File: src/rtl/otf_pkg.sv
// Package with register map, field layout and types of the over-temperature fault response block
package otf_pkg;
   // Command codes of the registers
   localparam logic [7:0] OTF_CMD_OC_WARN = 8'h4a;
   localparam logic [7:0] OTF_CMD_OT_LIMIT = 8'h4f;
   localparam logic [7:0] OTF_CMD_OT_ACTION = 8'h50;
   // Own command codes for clearing and status
   localparam logic [7:0] OTF_CMD_CLEAR_FAULTS = 8'h03;
   localparam logic [7:0] OTF_CMD_STATUS = 8'h7d;
   // Reset values
   localparam logic [15:0] OTF_RST_OC_WARN = 16'h0000;
   localparam logic [15:0] OTF_RST_OT_LIMIT = 16'h7fff;
   localparam logic [7:0] OTF_RST_OT_ACTION = 8'hc0;
   // Action field positions
   localparam int OTF_RESP_HI = 7;
   localparam int OTF_RESP_LO = 6;
   localparam int OTF_RETRY_HI = 5;
   localparam int OTF_RETRY_LO = 3;
   localparam int OTF_DLY_HI = 2;
   localparam int OTF_DLY_LO = 0;
   // Response codes
   localparam logic [1:0] OTF_RESP_IGNORE = 2'h0;
   localparam logic [1:0] OTF_RESP_DELAYED = 2'h1;
   localparam logic [1:0] OTF_RESP_SHUTDOWN = 2'h2;
   localparam logic [1:0] OTF_RESP_LATCH = 2'h3;
   // Retry codes
   localparam logic [2:0] OTF_RETRY_NONE = 3'h0;
   localparam logic [2:0] OTF_RETRY_FOREVER = 3'h7;
   // Status bit positions (own layout)
   localparam int OTF_ST_OT_FAULT = 0;
   localparam int OTF_ST_OC_WARN = 1;
   localparam int OTF_ST_OUT_OFF = 2;
   // Register read or write request
   typedef struct packed {
      logic wr;
      logic rd;
      logic [7:0] cmd;
      logic [15:0] data;
   } otf_req_t;
   // Measurements
   typedef struct packed {
      logic [15:0] temp;
      logic [15:0] iout;
   } otf_meas_t;
endpackage : otf_pkg

File: src/rtl/otf_delay_timer.sv
// Delay timer: counts 2**code time units, each unit a number of clock cycles
`timescale 1ns/1ps
module otf_delay_timer
   import otf_pkg::*;
#(
   parameter int UNIT_W = 24
) (
   input wire logic clk_i,
   input wire logic rst_i,
   input wire logic start_i,
   input wire logic [2:0] code_i,
   input wire logic [UNIT_W-1:0] unit_cycles_i,
   output logic done_o
);
   logic [UNIT_W-1:0] cyc_q;
   logic [7:0] units_q;
   logic run_q;
   logic [7:0] units_total;
   logic unit_end;

   // Unit count doubles per code, 128 at code 7
   assign units_total = 8'h01 << code_i;
   assign unit_end = (cyc_q == unit_cycles_i) || (unit_cycles_i == '0);
   // Done on the edge that closes the last unit, so restart starts keep exact spacing
   assign done_o = run_q && unit_end && (units_q + 8'h01 == units_total);

   always_ff @(posedge clk_i) begin
      if (rst_i || start_i) begin
         cyc_q <= '0;
         units_q <= 8'h00;
         run_q <= start_i;
      end else begin
         if (run_q) begin
            if (unit_end) begin
               cyc_q <= '0;
               if (units_q + 8'h01 == units_total) begin
                  run_q <= 1'b0;
               end
               units_q <= units_q + 8'h01;
            end else begin
               cyc_q <= cyc_q + 1'b1;
            end
         end
      end
   end
endmodule : otf_delay_timer

File: src/rtl/otf_fault_ctrl.sv
// Over-temperature fault response controller with its threshold registers
// Overview of operation
// Holds a host-writable 16-bit over-temperature threshold in linear format, Celsius.
// Holds a 16-bit output over-current warning threshold in linear format, amperes.
// Response 00: fault is flagged but the output keeps running.
// Response 01: run for the delay; if fault persists, apply retry behaviour.
// Response 10: disable output at once, then follow the retry setting.
// Response 11: disable output and hold it off until the fault is cleared.
// Latched faults clear by bit clear, clear command, reset, off-on cycle or bias loss.
// Retry 000: no restart; output stays off until cleared.
// Retry 001 to 100: one to four restarts, then off until cleared.
// Restart spacing is delay count times the configured time unit.
// Every response code sets the fault status bit and may alert the host.
// Retry 101, 110 give five, six restarts; 111 retries until commanded off.
// Delay code maps to a unit count doubling per code, 128 at code 7.
// Fault when temperature reaches threshold; warning when current exceeds its threshold.
`timescale 1ns/1ps
module otf_fault_ctrl
   import otf_pkg::*;
#(
   parameter int UNIT_W = 24
) (
   input wire logic CLK_SYS_I,
   input wire logic RST_I,
   input wire otf_req_t REQ_I,
   input wire otf_meas_t MEAS_I,
   input wire logic ENABLE_I,
   input wire logic BIAS_OK_I,
   input wire logic [UNIT_W-1:0] UNIT_CYCLES_I,
   output logic [15:0] RD_DATA_O,
   output logic OUTPUT_EN_O,
   output logic OT_FAULT_O,
   output logic OC_WARN_O,
   output logic ALERT_O
);
   typedef enum logic [4:0] {
      ST_RUN = 5'b00001,
      ST_GRACE = 5'b00010,
      ST_WAIT = 5'b00100,
      ST_RETRY = 5'b01000,
      ST_LOCK = 5'b10000
   } otf_state_t;

   // Elaboration checks
   initial begin
      if (UNIT_W < 1 || UNIT_W > 32) begin
         $error("UNIT_W out of range");
      end
      if (OTF_RESP_HI - OTF_RESP_LO != 1) begin
         $error("Response field must be two bits");
      end
      if (OTF_RETRY_HI - OTF_RETRY_LO != 2 || OTF_DLY_HI - OTF_DLY_LO != 2) begin
         $error("Retry and delay fields must be three bits");
      end
      if (OTF_ST_OUT_OFF > 15) begin
         $error("Status bit outside the status word");
      end
   end

   // Response state
   otf_state_t state_q;
   otf_state_t state_d;
   logic [2:0] tries_q;
   logic [2:0] tries_d;
   // Registers seen by the host
   logic [15:0] oc_warn_q;
   logic [15:0] ot_limit_q;
   logic [7:0] action_q;
   logic [15:0] rd_q;
   // Synchronisers
   logic [2:0] en_sync_q;
   logic [2:0] bias_sync_q;
   // Flags and output
   logic ot_flag_q;
   logic oc_flag_q;
   logic off_q;
   logic alert_q;
   logic outen_q;
   // Timer handshake
   logic tmr_start;
   logic tmr_done;

   // Field and command decoding
   function automatic logic [1:0] resp_of(input logic [7:0] act);
      resp_of = act[OTF_RESP_HI:OTF_RESP_LO];
   endfunction : resp_of

   function automatic logic [2:0] retry_of(input logic [7:0] act);
      retry_of = act[OTF_RETRY_HI:OTF_RETRY_LO];
   endfunction : retry_of

   function automatic logic [2:0] dly_of(input logic [7:0] act);
      dly_of = act[OTF_DLY_HI:OTF_DLY_LO];
   endfunction : dly_of

   function automatic logic wr_hit(input otf_req_t req, input logic [7:0] code);
      wr_hit = req.wr && (req.cmd == code);
   endfunction : wr_hit

   // States in which the output is driven
   function automatic logic out_on(input otf_state_t st);
      out_on = (st == ST_GRACE) || (st == ST_RUN) || (st == ST_RETRY);
   endfunction : out_on

   // Register read map; unknown commands read zero
   function automatic logic [15:0] read_mux(input logic [7:0] cmd, input logic [15:0] oc, input logic [15:0] ot,
                                            input logic [7:0] act, input logic [15:0] status);
      case (cmd)
         OTF_CMD_OC_WARN: read_mux = oc;
         OTF_CMD_OT_LIMIT: read_mux = ot;
         OTF_CMD_OT_ACTION: read_mux = {8'h00, act};
         OTF_CMD_STATUS: read_mux = status;
         default: read_mux = 16'h0000;
      endcase
   endfunction : read_mux

   wire [1:0] resp = resp_of(action_q);
   wire [2:0] retry = retry_of(action_q);
   wire [2:0] dly = dly_of(action_q);
   // Sign-free linear comparison on raw code words
   wire ot_now = (MEAS_I.temp >= ot_limit_q);
   wire oc_now = (MEAS_I.iout > oc_warn_q);
   wire wr_oc = wr_hit(REQ_I, OTF_CMD_OC_WARN);
   wire wr_ot = wr_hit(REQ_I, OTF_CMD_OT_LIMIT);
   wire wr_act = wr_hit(REQ_I, OTF_CMD_OT_ACTION);
   wire clr_all = wr_hit(REQ_I, OTF_CMD_CLEAR_FAULTS);
   wire clr_bit = wr_hit(REQ_I, OTF_CMD_STATUS);
   wire en_s = en_sync_q[1];
   wire en_rise = en_sync_q[1] && !en_sync_q[2];
   wire bias_s = bias_sync_q[1];
   wire clr_ot = clr_all || (clr_bit && REQ_I.data[OTF_ST_OT_FAULT]);
   wire clr_oc = clr_all || (clr_bit && REQ_I.data[OTF_ST_OC_WARN]);
   // Any clearing event ends a latched fault
   wire unlatch = clr_ot || en_rise || !bias_s;
   wire tries_left = (retry == OTF_RETRY_FOREVER) || (tries_q != 3'h0);
   wire [15:0] status_w = {13'h0000, off_q, oc_flag_q, ot_flag_q};
   wire [15:0] rd_d = read_mux(REQ_I.cmd, oc_warn_q, ot_limit_q, action_q, status_w);

   // Timer runs the grace delay and the restart spacing
   otf_delay_timer #(.UNIT_W(UNIT_W)) u_timer (
      .clk_i(CLK_SYS_I),
      .rst_i(RST_I),
      .start_i(tmr_start),
      .code_i(dly),
      .unit_cycles_i(UNIT_CYCLES_I),
      .done_o(tmr_done)
   );

   always_comb begin
      state_d = state_q;
      tries_d = tries_q;
      tmr_start = 1'b0;
      case (state_q)
         // Output on, watching the temperature
         ST_RUN: begin
            if (ot_now && en_s) begin
               case (resp)
                  OTF_RESP_IGNORE: state_d = ST_RUN;
                  OTF_RESP_DELAYED: begin
                     state_d = ST_GRACE;
                     tmr_start = 1'b1;
                  end
                  OTF_RESP_SHUTDOWN: begin
                     tries_d = retry;
                     tmr_start = 1'b1;
                     state_d = (retry == OTF_RETRY_NONE) ? ST_LOCK : ST_WAIT;
                  end
                  default: state_d = ST_LOCK;
               endcase
            end
         end
         // Output on for the programmed delay
         ST_GRACE: begin
            if (!ot_now) begin
               state_d = ST_RUN;
            end else if (tmr_done) begin
               tries_d = retry;
               tmr_start = 1'b1;
               state_d = (retry == OTF_RETRY_NONE) ? ST_LOCK : ST_WAIT;
            end
         end
         // Output off between restart attempts
         ST_WAIT: begin
            if (!en_s) begin
               state_d = ST_LOCK;
            end else if (tmr_done) begin
               state_d = ST_RETRY;
               tmr_start = 1'b1;
               if (retry != OTF_RETRY_FOREVER) begin
                  tries_d = tries_q - 3'h1;
               end
            end
         end
         ST_RETRY: begin
            // Output is on during the attempt; a fault still present fails it
            // Timer keeps running from the attempt start, so spacing is start to start
            if (ot_now) begin
               state_d = tries_left ? ST_WAIT : ST_LOCK;
            end else begin
               state_d = ST_RUN;
            end
         end
         // Output off until a clearing event
         ST_LOCK: begin
            if (unlatch) begin
               state_d = ST_RUN;
            end
         end
         default: state_d = ST_LOCK;
      endcase
      if (unlatch && state_q != ST_RUN) begin
         state_d = ST_RUN;
      end
   end

   // Enable and bias synchronisers
   always_ff @(posedge CLK_SYS_I) begin
      if (RST_I) begin
         en_sync_q <= 3'h0;
         bias_sync_q <= 3'h0;
      end else begin
         en_sync_q <= {en_sync_q[1:0], ENABLE_I};
         bias_sync_q <= {bias_sync_q[1:0], BIAS_OK_I};
      end
   end

   // Response state and retry budget
   always_ff @(posedge CLK_SYS_I) begin
      if (RST_I) begin
         state_q <= ST_RUN;
         tries_q <= 3'h0;
      end else begin
         state_q <= state_d;
         tries_q <= tries_d;
      end
   end

   // Host-writable thresholds
   always_ff @(posedge CLK_SYS_I) begin
      if (RST_I) begin
         oc_warn_q <= OTF_RST_OC_WARN;
         ot_limit_q <= OTF_RST_OT_LIMIT;
      end else begin
         if (wr_oc) begin
            oc_warn_q <= REQ_I.data;
         end
         if (wr_ot) begin
            ot_limit_q <= REQ_I.data;
         end
      end
   end

   // Response setting
   always_ff @(posedge CLK_SYS_I) begin
      if (RST_I) begin
         action_q <= OTF_RST_OT_ACTION;
      end else if (wr_act) begin
         action_q <= REQ_I.data[7:0];
      end
   end

   // Sticky flags; set wins over clear
   always_ff @(posedge CLK_SYS_I) begin
      if (RST_I) begin
         ot_flag_q <= 1'b0;
         oc_flag_q <= 1'b0;
         alert_q <= 1'b0;
      end else begin
         ot_flag_q <= (ot_now && en_s) || (ot_flag_q && !clr_ot);
         oc_flag_q <= oc_now || (oc_flag_q && !clr_oc);
         alert_q <= (ot_now && en_s) || oc_now || (alert_q && !clr_all);
      end
   end

   // Output enable and off status follow the next state
   always_ff @(posedge CLK_SYS_I) begin
      if (RST_I) begin
         off_q <= 1'b0;
         outen_q <= 1'b0;
      end else begin
         off_q <= !out_on(state_d);
         outen_q <= en_sync_q[1] && out_on(state_d);
      end
   end

   // Read data register
   always_ff @(posedge CLK_SYS_I) begin
      if (RST_I) begin
         rd_q <= 16'h0000;
      end else if (REQ_I.rd) begin
         rd_q <= rd_d;
      end
   end

   assign RD_DATA_O = rd_q;
   assign OUTPUT_EN_O = outen_q;
   assign OT_FAULT_O = ot_flag_q;
   assign OC_WARN_O = oc_flag_q;
   assign ALERT_O = alert_q;
endmodule : otf_fault_ctrl

File: config.mk
export PLATFORM = sky130hd
export DESIGN_NAME = otf_fault_ctrl
export DESIGN_NICKNAME = d
export VERILOG_FILES = /design/src/rtl/otf_pkg.sv /design/src/rtl/otf_delay_timer.sv /design/src/rtl/otf_fault_ctrl.sv
export SDC_FILE = /design/constraint.sdc
export NUM_CORES = 1
export LEC_CHECK = 0
export ABC_AREA = 1
export BUFFER_PORTS_ARGS = -buffer_cell sky130_fd_sc_hd__clkbuf_2
export CAP_MARGIN = 10
export CELL_PAD_IN_SITES_DETAIL_PLACEMENT = 0
export CELL_PAD_IN_SITES_GLOBAL_PLACEMENT = 1
export CORE_MARGIN = 5
export CORE_UTILIZATION = 40
export CTS_CLUSTER_DIAMETER = 40
export DETAILED_ROUTE_END_ITERATION = 6
export PLACE_DENSITY = 0.8
export SLEW_MARGIN = 20
export SYNTH_ARGS = -nofsm -noshare
export SYNTH_HDL_FRONTEND = slang
export SYNTH_SLANG_ARGS = --single-unit
File: constraint.sdc
create_clock -name CLK_SYS_I -period 2.4 [get_ports CLK_SYS_I]
set_input_delay 0.36 -clock CLK_SYS_I [delete_from_list [all_inputs] [get_ports CLK_SYS_I]]
set_output_delay 0.36 -clock CLK_SYS_I [all_outputs]
set_load 0.02 [all_outputs]
# Yosys cells after proc, flatten, opt, wreduce, memory -nomap -nowiden
# Cells that the tools add are included.
# op_classes
n_addsub	3
n_lt_le_gt_ge	2
n_eq_ne	27
shift	1
mux	32
n_reduce_logical	43
# op_table
op	count
$pmux W16 S4	1
$mux W5	10
$eq A8 B7 Y1 const B	4
$pmux W5 S5	1
$add A24 B1 Y24 const B	1
$eq A24 B24 Y1	1
$logic_not A24 Y1	1
$mux W24	1
$mux W3	7
$ge A16 B16 Y1	1
$gt A16 B16 Y1	1
$logic_and A1 B1 Y1	16
$pmux W5 S3	1
$logic_or A1 B1 Y1	13
$ne A2 B2 Y1 const B	6
$eq A5 B1 Y1 const B	2
$eq A5 B2 Y1 const B	2
$eq A5 B4 Y1 const B	2
$mux W1	9
$pmux W3 S3	1
$add A8 B1 Y8 const B	1
$eq A8 B2 Y1 const B	1
$eq A8 B8 Y1	1
$reduce_and A8 Y1	1
other kinds (17)	23
# word_totals
regBits	107
inputBits	86

# Logic depth before layout (Yosys ltp)
# Gate-level depths: netlist of the first run.
# logic_depth
ltp_word	13
depth_mapped	21

# By module
# A second synthesis of the first run with hierarchy kept.
# unflattened
cells_unflattened	1032
area_unflattened_um2	6754.0
# modules_own_cells
mod	n_inst	cells_each	area_per_inst_um2	seq_area_each_um2
otf_fault_ctrl	1	579	4162.7	1481.4
otf_delay_timer	1	453	2591.2	660.6

# Worst setup path before layout of the first run
# Ideal clock, no wire load.
# synth_timing
path_kind	input to register
start	input port MEAS_I[31] (netlist bit)
end	register u_timer.cyc_q[15]
setup_time_ns	0.136
arrival_ns	1.975
t_required_ns	2.264
slack_ns	0.288
cell_stages	15
n_path_buf	1
cell_sequence	ha_1 -> nand2_1 -> inv_1 -> nand3_1 -> nor3_1 -> nand3_1 -> nand3_1 -> nand2_1 -> nor2_1 -> nand2_1 -> nand2_1 -> inv_2 -> nand3_1 -> buf_4 -> nor3_1
# synth_between
elab_chain_cells	5
# synth_lines
element	line	source
start, declared	otf_fault_ctrl.sv:26	input wire otf_meas_t MEAS_I,
$ge A16 B16 Y1 (*)	otf_fault_ctrl.sv:121	wire ot_now = (MEAS_I.temp >= ot_limit_q);
$logic_and A1 B1 Y1	otf_fault_ctrl.sv:156	if (ot_now && en_s) begin
$mux W1	otf_fault_ctrl.sv:156	
$pmux W1 S3 (*)	otf_fault_ctrl.sv:153	case (state_q)
$logic_or A1 B1 Y1 (*)	otf_delay_timer.sv:28	if (rst_i || start_i) begin
end signal, assigned	otf_delay_timer.sv:41	cyc_q <= cyc_q + 1'b1;
end, declared	otf_delay_timer.sv:15	logic [UNIT_W-1:0] cyc_q;
# Mark *: on every way between the ends. The rest lies on a longest branch, timed or not.
# A chain may end at the register's enable or synchronous reset.

# Final worst setup path of the first run
# layout_timing
start	register ot_limit_q[14]
end	register off_q
# layout_between
elab_chain_cells	9
# layout_lines
element	line	source
start, declared	otf_fault_ctrl.sv:67	logic [15:0] ot_limit_q;
start signal, assigned	otf_fault_ctrl.sv:248	ot_limit_q <= REQ_I.data;
$ge A16 B16 Y1 (*)	otf_fault_ctrl.sv:121	
$logic_and A1 B1 Y1	otf_fault_ctrl.sv:156	
$mux W5	otf_fault_ctrl.sv:156	
$pmux W5 S5 (*)	otf_fault_ctrl.sv:153	
$mux W5 (*)	otf_fault_ctrl.sv:211	if (unlatch && state_q != ST_RUN) begin
$eq A5 B2 Y1 / $eq A5 B1 Y1 (equally long branches)	otf_fault_ctrl.sv:102	out_on = (st == ST_GRACE) || (st == ST_RUN) || (st == ST_RETRY);
$logic_or A1 B1 Y1	otf_fault_ctrl.sv:102	
$logic_or A1 B1 Y1 (*)	otf_fault_ctrl.sv:102	
$logic_not A1 Y1 (*)	otf_fault_ctrl.sv:281	off_q <= !out_on(state_d);
end signal, assigned	otf_fault_ctrl.sv:281	
end, declared	otf_fault_ctrl.sv:76	logic off_q;
# Marks and branches as above.

==> results.ini, run 1 <==
[status]
status=complete, no violations

[logic_synthesis]
synth_ff_type=dfxtp_1
seq_area_frac_synth=0.330
avgSynthCellArea_um2=6.55
syn-num-nets=1117
syn_area_um2=6490
yosys.area.top_type_share=0.330
synth_area_leaders=dfxtp_1 33%, nand2_1 14%, inv_1 8.7%
yosys_warnings=0
synth_top_cell_by_area=dfxtp_1
synthMostInstantiatedCell=nand2_1
netlist_instances=991
synth-edff-count=0
synthArstFlopShare=0
ys_ff_latch=107
synth_commonest_cells=245 x nand2_1, 151 x inv_1, 111 x nor2_1
yosysUniqueCellTypes=41

[die]
start_util=0.408
fp.dieW_um=137
die_h_um=137
rows=46
io_pins=106
core_area_um2=15900
die-area_um2=18900

[sta]
slew_viol_final=0
clock_skew_ns=0.0103
rsz0062_at_grt=yes
holdWs_ns=0.206
max_freq_ghz=0.438
fin_crit_ns=2.28
slew_headroom=0.590
setup_ws_ns=0.117
setup-violations-final=0
finalHoldViolCount=0
period_share=0.951
worst_pin_slew_ns=0.614

[clock_tree]
htreeDepth=3
clock_latency_ns=0.35
clkSlewWorstSetupHoldPaths_ns=0.08
cts_buffers=9
cts_tree=yes
cts_max_path_buffers=2
cts_sinks=107
cts_root_buf=clkbuf_16
cts_setup_buffers=0

[worst_setup_path]
worstPathMaxFanout=6
r2r_cells=16
cp_slowest_cell=dfxtp_1
critPathCaptureType=flop
path_class=reg2reg
crit_required_ns=2.62
r2r_end=off_q
reg2reg_from=ot_limit_q[14]
slowest_delay_ns=0.34
critical_path.cell_chain=inv_1, ha_1, nand2_1, inv_1, nand3_2, nor3_4, nand3_1, nand3_2, buf_4, o21ai_0, nor2_1, nand3_2, nor2_4, nand2_1, nand2_1, a21oi_1
reg2reg_slack_ns=0.12
start_kind=flop
arrival_ns=2.50

[job]
drv_cap=0

[global_routing]
grt_usage=0.194
antenna_found_initial=0
grt_pass1_wl_um=29300
grt_max_degree=40
first_global_vias=6233
grt_overflow=0

[place]
place.gp.congestion=0.857
detailed_place_hpwl_um=14400
placedCellCount=1331
dp_slack_ns=-0.0583
port_buffers=105

[layout]
nNetsFinal=1252
syn_to_final_growth_pct=23.1
fin_cells=1347
diodes=0
drive_gt1_frac=0.206

[worst_hold_path]
min_from=ENABLE_I
hold_path.class=in2reg
holdPathStages=3
holdPathEnd=en_sync_q[0]

[pwr]
p_per_area_nw_per_um2=494
irDropWorstVdd_uv=336
power.leakage_nw=3.67

[route]
dr.pass1.iters=5
vias=6648
drtAntennaViolNets=0
drc=0
drt-total-wl_um=18100
vias_per_cell=4.94
dr.first_iter.drc_count=391
routedWlPerCell_um=13.5

cells in the final DEF (no fill, tap or decap), drive strengths merged, types with 29 or more instances in the layout:
cell | netlist | final
nor2 | 119 | 119
nor3 | 29 | 29
buf | 7 | 42
clkbuf | 16 | 114
o21ai | 44 | 44
dfxtp | 107 | 107
a21oi | 66 | 66
inv | 156 | 159
ha | 40 | 40
nand2 | 247 | 247
nand3 | 59 | 59
routing by layer:
metal	vias up	global-route usage	wire length [um]
li1	3483	-	-
met1	2991	0.254	8310
met2	161	0.331	8650
met3	13	0.0380	982
met4	0	0.0432	189
met5	-	0	0
layout make-up:
class | count | area, um^2
clock buffers | 9 | 225
clock inverters | 7 | 85.1
fillers | 1688 | 7900
inverters | 159 | 598
multi-input cells | 702 | 3780
flip-flops and latches | 107 | 2160
well taps | 216 | 270
repair buffers | 147 | 866
registers in the layout, summed over array words and instances, names as in the netlist, 2 cells and up:
register / count
RD_DATA_O: 16
action_q: 8
bias_sync_q: 2
en_sync_q: 3
oc_warn_q: 16
ot_limit_q: 16
state_q: 5
tries_q: 3
u_timer.cyc_q: 24
u_timer.units_q: 8
how the worst max path moves through the flow:
stage                         startpoint                 to  slack (ns)  depth (start not counted)
after floorplan               MEAS_I[31]  u_timer.cyc_q[15]        0.29                         15
after global placement        MEAS_I[31]              off_q       -0.01                         16
after detailed placement      MEAS_I[31]              off_q       -0.06                         16
after CTS                 ot_limit_q[15]              off_q        0.01                         16
after global routing      ot_limit_q[14]              off_q       -0.07                         16
final                     ot_limit_q[14]              off_q        0.12                         16
per-stage QoR:
step	utilization	power, mW	TNS [ns]	cell area, um^2
5_1_grt	0.503	4.13	-0.218	7990
2_1_floorplan	-	2.19	0	6490
3_5_place_dp	0.474	2.39	-0.511	7520
4_1_cts	0.493	3.96	0	7830
3_3_place_gp	0.474	2.40	-0.0448	7520
6_report	0.503	3.95	0	7990
critical path: cells and delay by family (launching register included):
kind,cells,cell delay (ns)
and+or+nand+nor,10,1.11
buffers and inverters,3,0.28
adders and majority gates,1,0.27
DFF,1,0.34
AOI/OAI and AO/OA,2,0.15
kinds of logic (layout without fill, tap and decap cells):
group	count (synthesis)	in the layout	synth area share
buffers and inverters	182	322	0.108
XOR/XNOR	18	18	0.0243
AO/OA/AOI/OAI	157	157	0.139
flip-flops	107	107	0.330
AND/OR/NAND/NOR	487	487	0.321
adder cells (fa/ha/maj)	40	40	0.0771
power breakdown:
group          internal, mW  leakage (nW)  switching, mW
logic                 0.218          2.65          0.336
clock network         0.831         0.146          0.731
registers              1.81         0.874         0.0235
total                  2.86          3.67           1.09
what timing repair did:
item | in CTS | in global routing
resized for setup | 1 | 48
setup endpoints to repair | 2 | 39
gates cloned | 0 | 0
hold buffers | 0 | 0
pin swaps | 0 | 12
Power figures use the tool's default switching activity.
==> inputs of run 2 (changes only) <==
Settings changed: RECOVER_POWER from default to 100.
==> results.ini, run 2 (synthesis results as in run 1) <==
[clock_tree]
cts_root_buf=clkbuf_16
cts_sinks=107
htreeDepth=3
cts_max_path_buffers=2
clock_latency_ns=0.35
cts_setup_buffers=0
cts_buffers=9
cts_tree=yes
clkSlewWorstSetupHoldPaths_ns=0.08

[sta]
slew_headroom=0.594
finalHoldViolCount=0
fin_crit_ns=2.29
setup-violations-final=0
period_share=0.955
max_freq_ghz=0.436
setup_ws_ns=0.108
clock_skew_ns=0.0112
rsz0062_at_grt=yes
slew_viol_final=0
worst_pin_slew_ns=0.608

[place]
place_area_um2=7520
place.gp.congestion=0.857
dp_slack_ns=-0.0583
detailed_place_hpwl_um=14400
port_buffers=105

[layout]
largest_reg_flops=24
design_area_um2=7930
nNetsFinal=1252
num-fill-cells=1698
diodes=0
drive_gt1_frac=0.181
mostFrequentLayoutCells=242 x nand2_1, 149 x inv_1, 105 x nor2_1
syn_to_final_growth_pct=22.2
regArea_um2=2160
final_common_cell=nand2_1
top_register=u_timer.cyc_q
multi_input_area_um2=3770

[worst_setup_path]
crit_path_start=ot_limit_q[14]
cp_slowest_cell=dfxtp_1
critPathCaptureType=flop
reg2reg_from=ot_limit_q[14]
critical_path.cell_chain=inv_1, ha_1, nand2_1, inv_1, nand3_2, nor3_4, nand3_1, nand3_2, buf_4, o21ai_0, nor2_1, nand3_2, nor2_4, nand2_1, nand2_1, a21oi_1
reg2reg_slack_ns=0.11
worstPathMaxFanout=6
crit_required_ns=2.62
path_class=reg2reg
start_kind=flop
slowest_delay_ns=0.34
arrival_ns=2.51

[die]
fp.dieW_um=137
die-area_um2=18900
rows=46
die_h_um=137
io_pins=106
start_util=0.408
core_area_um2=15900

[route]
drtAntennaViolNets=0
routedWlPerCell_um=13.5
dr.pass1.iters=5
drc=0
vias=6607
dr.first_iter.drc_count=321
drt-total-wl_um=18200
vias_per_cell=4.90

[global_routing]
grt_pass1_wl_um=29300
antenna_found_initial=0
grt_usage=0.194
grt_overflow=0
first_global_vias=6233
grt_max_degree=40

[pwr]
p_per_area_nw_per_um2=497
irDropWorstVdd_uv=336
power.leakage_nw=3.58

[worst_hold_path]
min_from=ENABLE_I
hold_path.class=in2reg

[status]
status=complete, no violations

[job]
drv_cap=0

[run 2: critical path, delay by kind of cell, from the launching register on]
kind	cells	cell delay (ns)
buffers and inverters	3	0.28
adders and majority gates	1	0.27
DFF	1	0.34
and+or+nand+nor	10	1.13
AOI/OAI and AO/OA	2	0.15
[run 2: path summary, 6_finish.rpt]
| path | cells after the start | to |
|---|---|---|
| hold / removal | 3 | en_sync_q[0] |
| setup reg to reg | 16 | off_q |
| setup / recovery | 16 | off_q |
| hold reg to reg | 2 | en_sync_q[1] |
[run 2: report_power, final]
part	leakage [nW]	internal, mW	total, mW	switching (mW)
combinational	2.56	0.217	0.552	0.335
sequential	0.874	1.81	1.83	0.0235
clock	0.146	0.831	1.56	0.730
total	3.58	2.85	3.94	1.09
[run 2: what timing repair did]
action | in CTS | in global routing
hold buffers | 0 | 0
pin swaps | 0 | 12
gates cloned | 0 | 0
gates resized for setup | 1 | 48
endpoints found under the setup margin | 2 | 39
[run 2: metrics by stage]
| step | TNS (ns) | hold WS (ns) | utilization | power, mW | cells |
|---|---|---|---|---|---|
| after floorplan | 0 | 0.388 | - | 2.19 | 991 |
| after global placement | -0.0448 | 0.404 | 0.474 | 2.40 | 1331 |
| after detailed placement | -0.511 | 0.402 | 0.474 | 2.39 | 1331 |
| after CTS | 0 | 0.199 | 0.493 | 3.96 | 1347 |
| after global routing | -0.218 | 0.201 | 0.499 | 4.13 | 1347 |
| final | 0 | 0.206 | 0.499 | 3.94 | 1347 |
[run 2: final cells by class]
class | count | share of cell area
Tap cell | 216 | 0.0341
Clock inverter | 7 | 0.0107
Sequential cell | 107 | 0.273
Multi-Input combinational cell | 702 | 0.475
Inverter | 159 | 0.0754
Timing Repair Buffer | 147 | 0.103
Clock buffer | 9 | 0.0284
[run 2: per-layer routing]
layer | track usage | wire length, um | vias up
li1 | - | - | 3484
met3 | 0.0380 | 823 | 13
met2 | 0.331 | 8650 | 127
met1 | 0.254 | 8490 | 2983
met5 | 0 | 0 | -
met4 | 0.0432 | 189 | 0
==> inputs of run 3 (changes only) <==
Clock period 2.4 ns to 2.8 ns, I/O delays scaled along.
==> results.ini, run 3 (synthesis results as in run 1) <==
[status]
status=complete, but fails checks
violations=capacitance limit, slew limit

[worst_setup_path]
start_kind=flop
arrival_ns=2.70
reg2reg_from=u_timer.units_q[0]
critPathCaptureType=flop
r2r_cells=17
reg2reg_slack_ns=0.33
cp_slowest_cell=dfxtp_1
path_common_cell=nand2_1
crit_required_ns=3.03
r2r_end=u_timer.cyc_q[15]
critical_path.cell_chain=ha_1, nand3_2, nor2_2, nand2_1, nand3b_1, nand2_1, nor2_1, nand3_2, nor2_2, nand2_2, nor2_1, o21ai_1, nand2_1, inv_1, nand3_1, buf_12, nor3_1
slowest_delay_ns=0.38
worstPathMaxFanout=20
path_class=reg2reg

[route]
drt-total-wl_um=17800
routedWlPerCell_um=13.5
vias=6448
routedLengthMet1_um=8400
dr_wl_met3_um=662
drtAntennaViolNets=0
top_layer=met4
dr.first_iter.drc_count=250
dr.pass1.iters=5
drc=0
vias_per_cell=4.89
route.met2.wl_um=8490

[global_routing]
antenna_found_initial=0
grt_pass1_wl_um=29800
grt_usage=0.198
grt_overflow=0
first_global_vias=6281
grt_max_degree=40

[place]
place.gp.congestion=0.845
port_buffers=105
detailed_place_hpwl_um=14100
dp_slack_ns=0.0782

[job]
drv_cap=1

[sta]
max_freq_ghz=0.405
setup_ws_ns=0.332
rsz0062_at_grt=no
finalHoldViolCount=0
slew_viol_final=40
slew_headroom=-0.286
setup-violations-final=0
clock_skew_ns=0.00845
period_share=0.881
finalSetupTns_ns=0
worst_pin_slew_ns=1.93
fin_crit_ns=2.47

[layout]
mostFrequentLayoutCells=245 x nand2_1, 152 x inv_1, 113 x nor2_1
largest_reg_flops=24
drive_gt1_frac=0.118
diodes=0
syn_to_final_growth_pct=16.0
nNetsFinal=1224
top_register=u_timer.cyc_q
regArea_um2=2140
multi_input_area_um2=3640
num-fill-cells=1750
final_common_cell=nand2_1

[pwr]
p_per_area_nw_per_um2=435
p_clk_frac=0.390
p_switching_uw=937
combPwrFrac=0.132
intPower_mw=2.34
power.leakage_nw=3.39
pwr-share-seq=0.479
p_sw_frac=0.286
irDropWorstVdd_uv=294

[die]
rows=46
io_pins=106
core_area_um2=15900
die-area_um2=18900
die_h_um=137
fp.dieW_um=137
start_util=0.408

[clock_tree]
clock_latency_ns=0.36
ctsHoldBuffers=0
clkSlewWorstSetupHoldPaths_ns=0.08
cts_sinks=107
cts_resized=0
cts_tree=yes
cts_max_path_buffers=2
cts_setup_buffers=0
cts_buffers=9
cts_root_buf=clkbuf_16
htreeDepth=3

[worst_hold_path]
min_from=ENABLE_I
holdPathStages=3
holdPathEnd=en_sync_q[0]
hold_path.class=in2reg

-- run 3: critical path: cells and delay by family, from the launching register on --
family                   cells  cell delay (ns)
AO/OA/AOI/OAI                1             0.07
flip-flops                   1             0.38
adder cells (fa/ha/maj)      1             0.26
buffers and inverters        2             0.23
AND/OR/NAND/NOR             13             1.39
-- run 3: cell type report --
| type | count | area share |
|---|---|---|
| Tap cell | 216 | 0.0359 |
| Clock inverter | 7 | 0.00848 |
| Multi-Input combinational cell | 702 | 0.483 |
| Inverter | 159 | 0.0793 |
| Timing Repair Buffer | 119 | 0.0786 |
| Clock buffer | 9 | 0.0299 |
| Sequential cell | 107 | 0.285 |
-- run 3: power groups by stage --
stage          registers, mW  logic, mW  clock network [mW]
4_1_cts                 1.57      0.434                1.31
2_1_floorplan           1.60      0.272                   0
6_report                1.57      0.431                1.28
5_1_grt                 1.57      0.497                1.36
3_3_place_gp            1.61      0.432                   0
3_5_place_dp            1.60      0.430                   0
-- run 3: worst max-delay path by stage --
stage | depth (start not counted) | start | slack (ns) | endpoint
finish | 17 | u_timer.units_q[0] | 0.33 | u_timer.cyc_q[15]
global route | 17 | u_timer.units_q[1] | 0.06 | u_timer.cyc_q[15]
CTS | 17 | u_timer.units_q[0] | 0.35 | u_timer.cyc_q[7]
detailed placement | 14 | UNIT_CYCLES_I[20] | 0.08 | u_timer.cyc_q[7]
global placement | 14 | UNIT_CYCLES_I[20] | 0.09 | u_timer.cyc_q[15]
floorplan | 15 | MEAS_I[31] | 0.63 | u_timer.cyc_q[15]
-- run 3: stage by stage --
step	cell area, um^2	util	hold slack [ns]	power [mW]	instances
2_1_floorplan	6490	-	0.388	1.87	991
3_3_place_gp	7300	0.460	0.401	2.04	1303
3_5_place_dp	7300	0.460	0.402	2.04	1303
4_1_cts	7590	0.478	0.247	3.31	1319
5_1_grt	7530	0.474	0.263	3.43	1319
6_report	7530	0.474	0.255	3.28	1319
-- run 3: routing by layer --
layer  global-route usage  up-vias
met5                    0        -
met1                0.252     2887
li1                     -     3428
met4               0.0621        0
met3               0.0314       17
met2                0.345      116
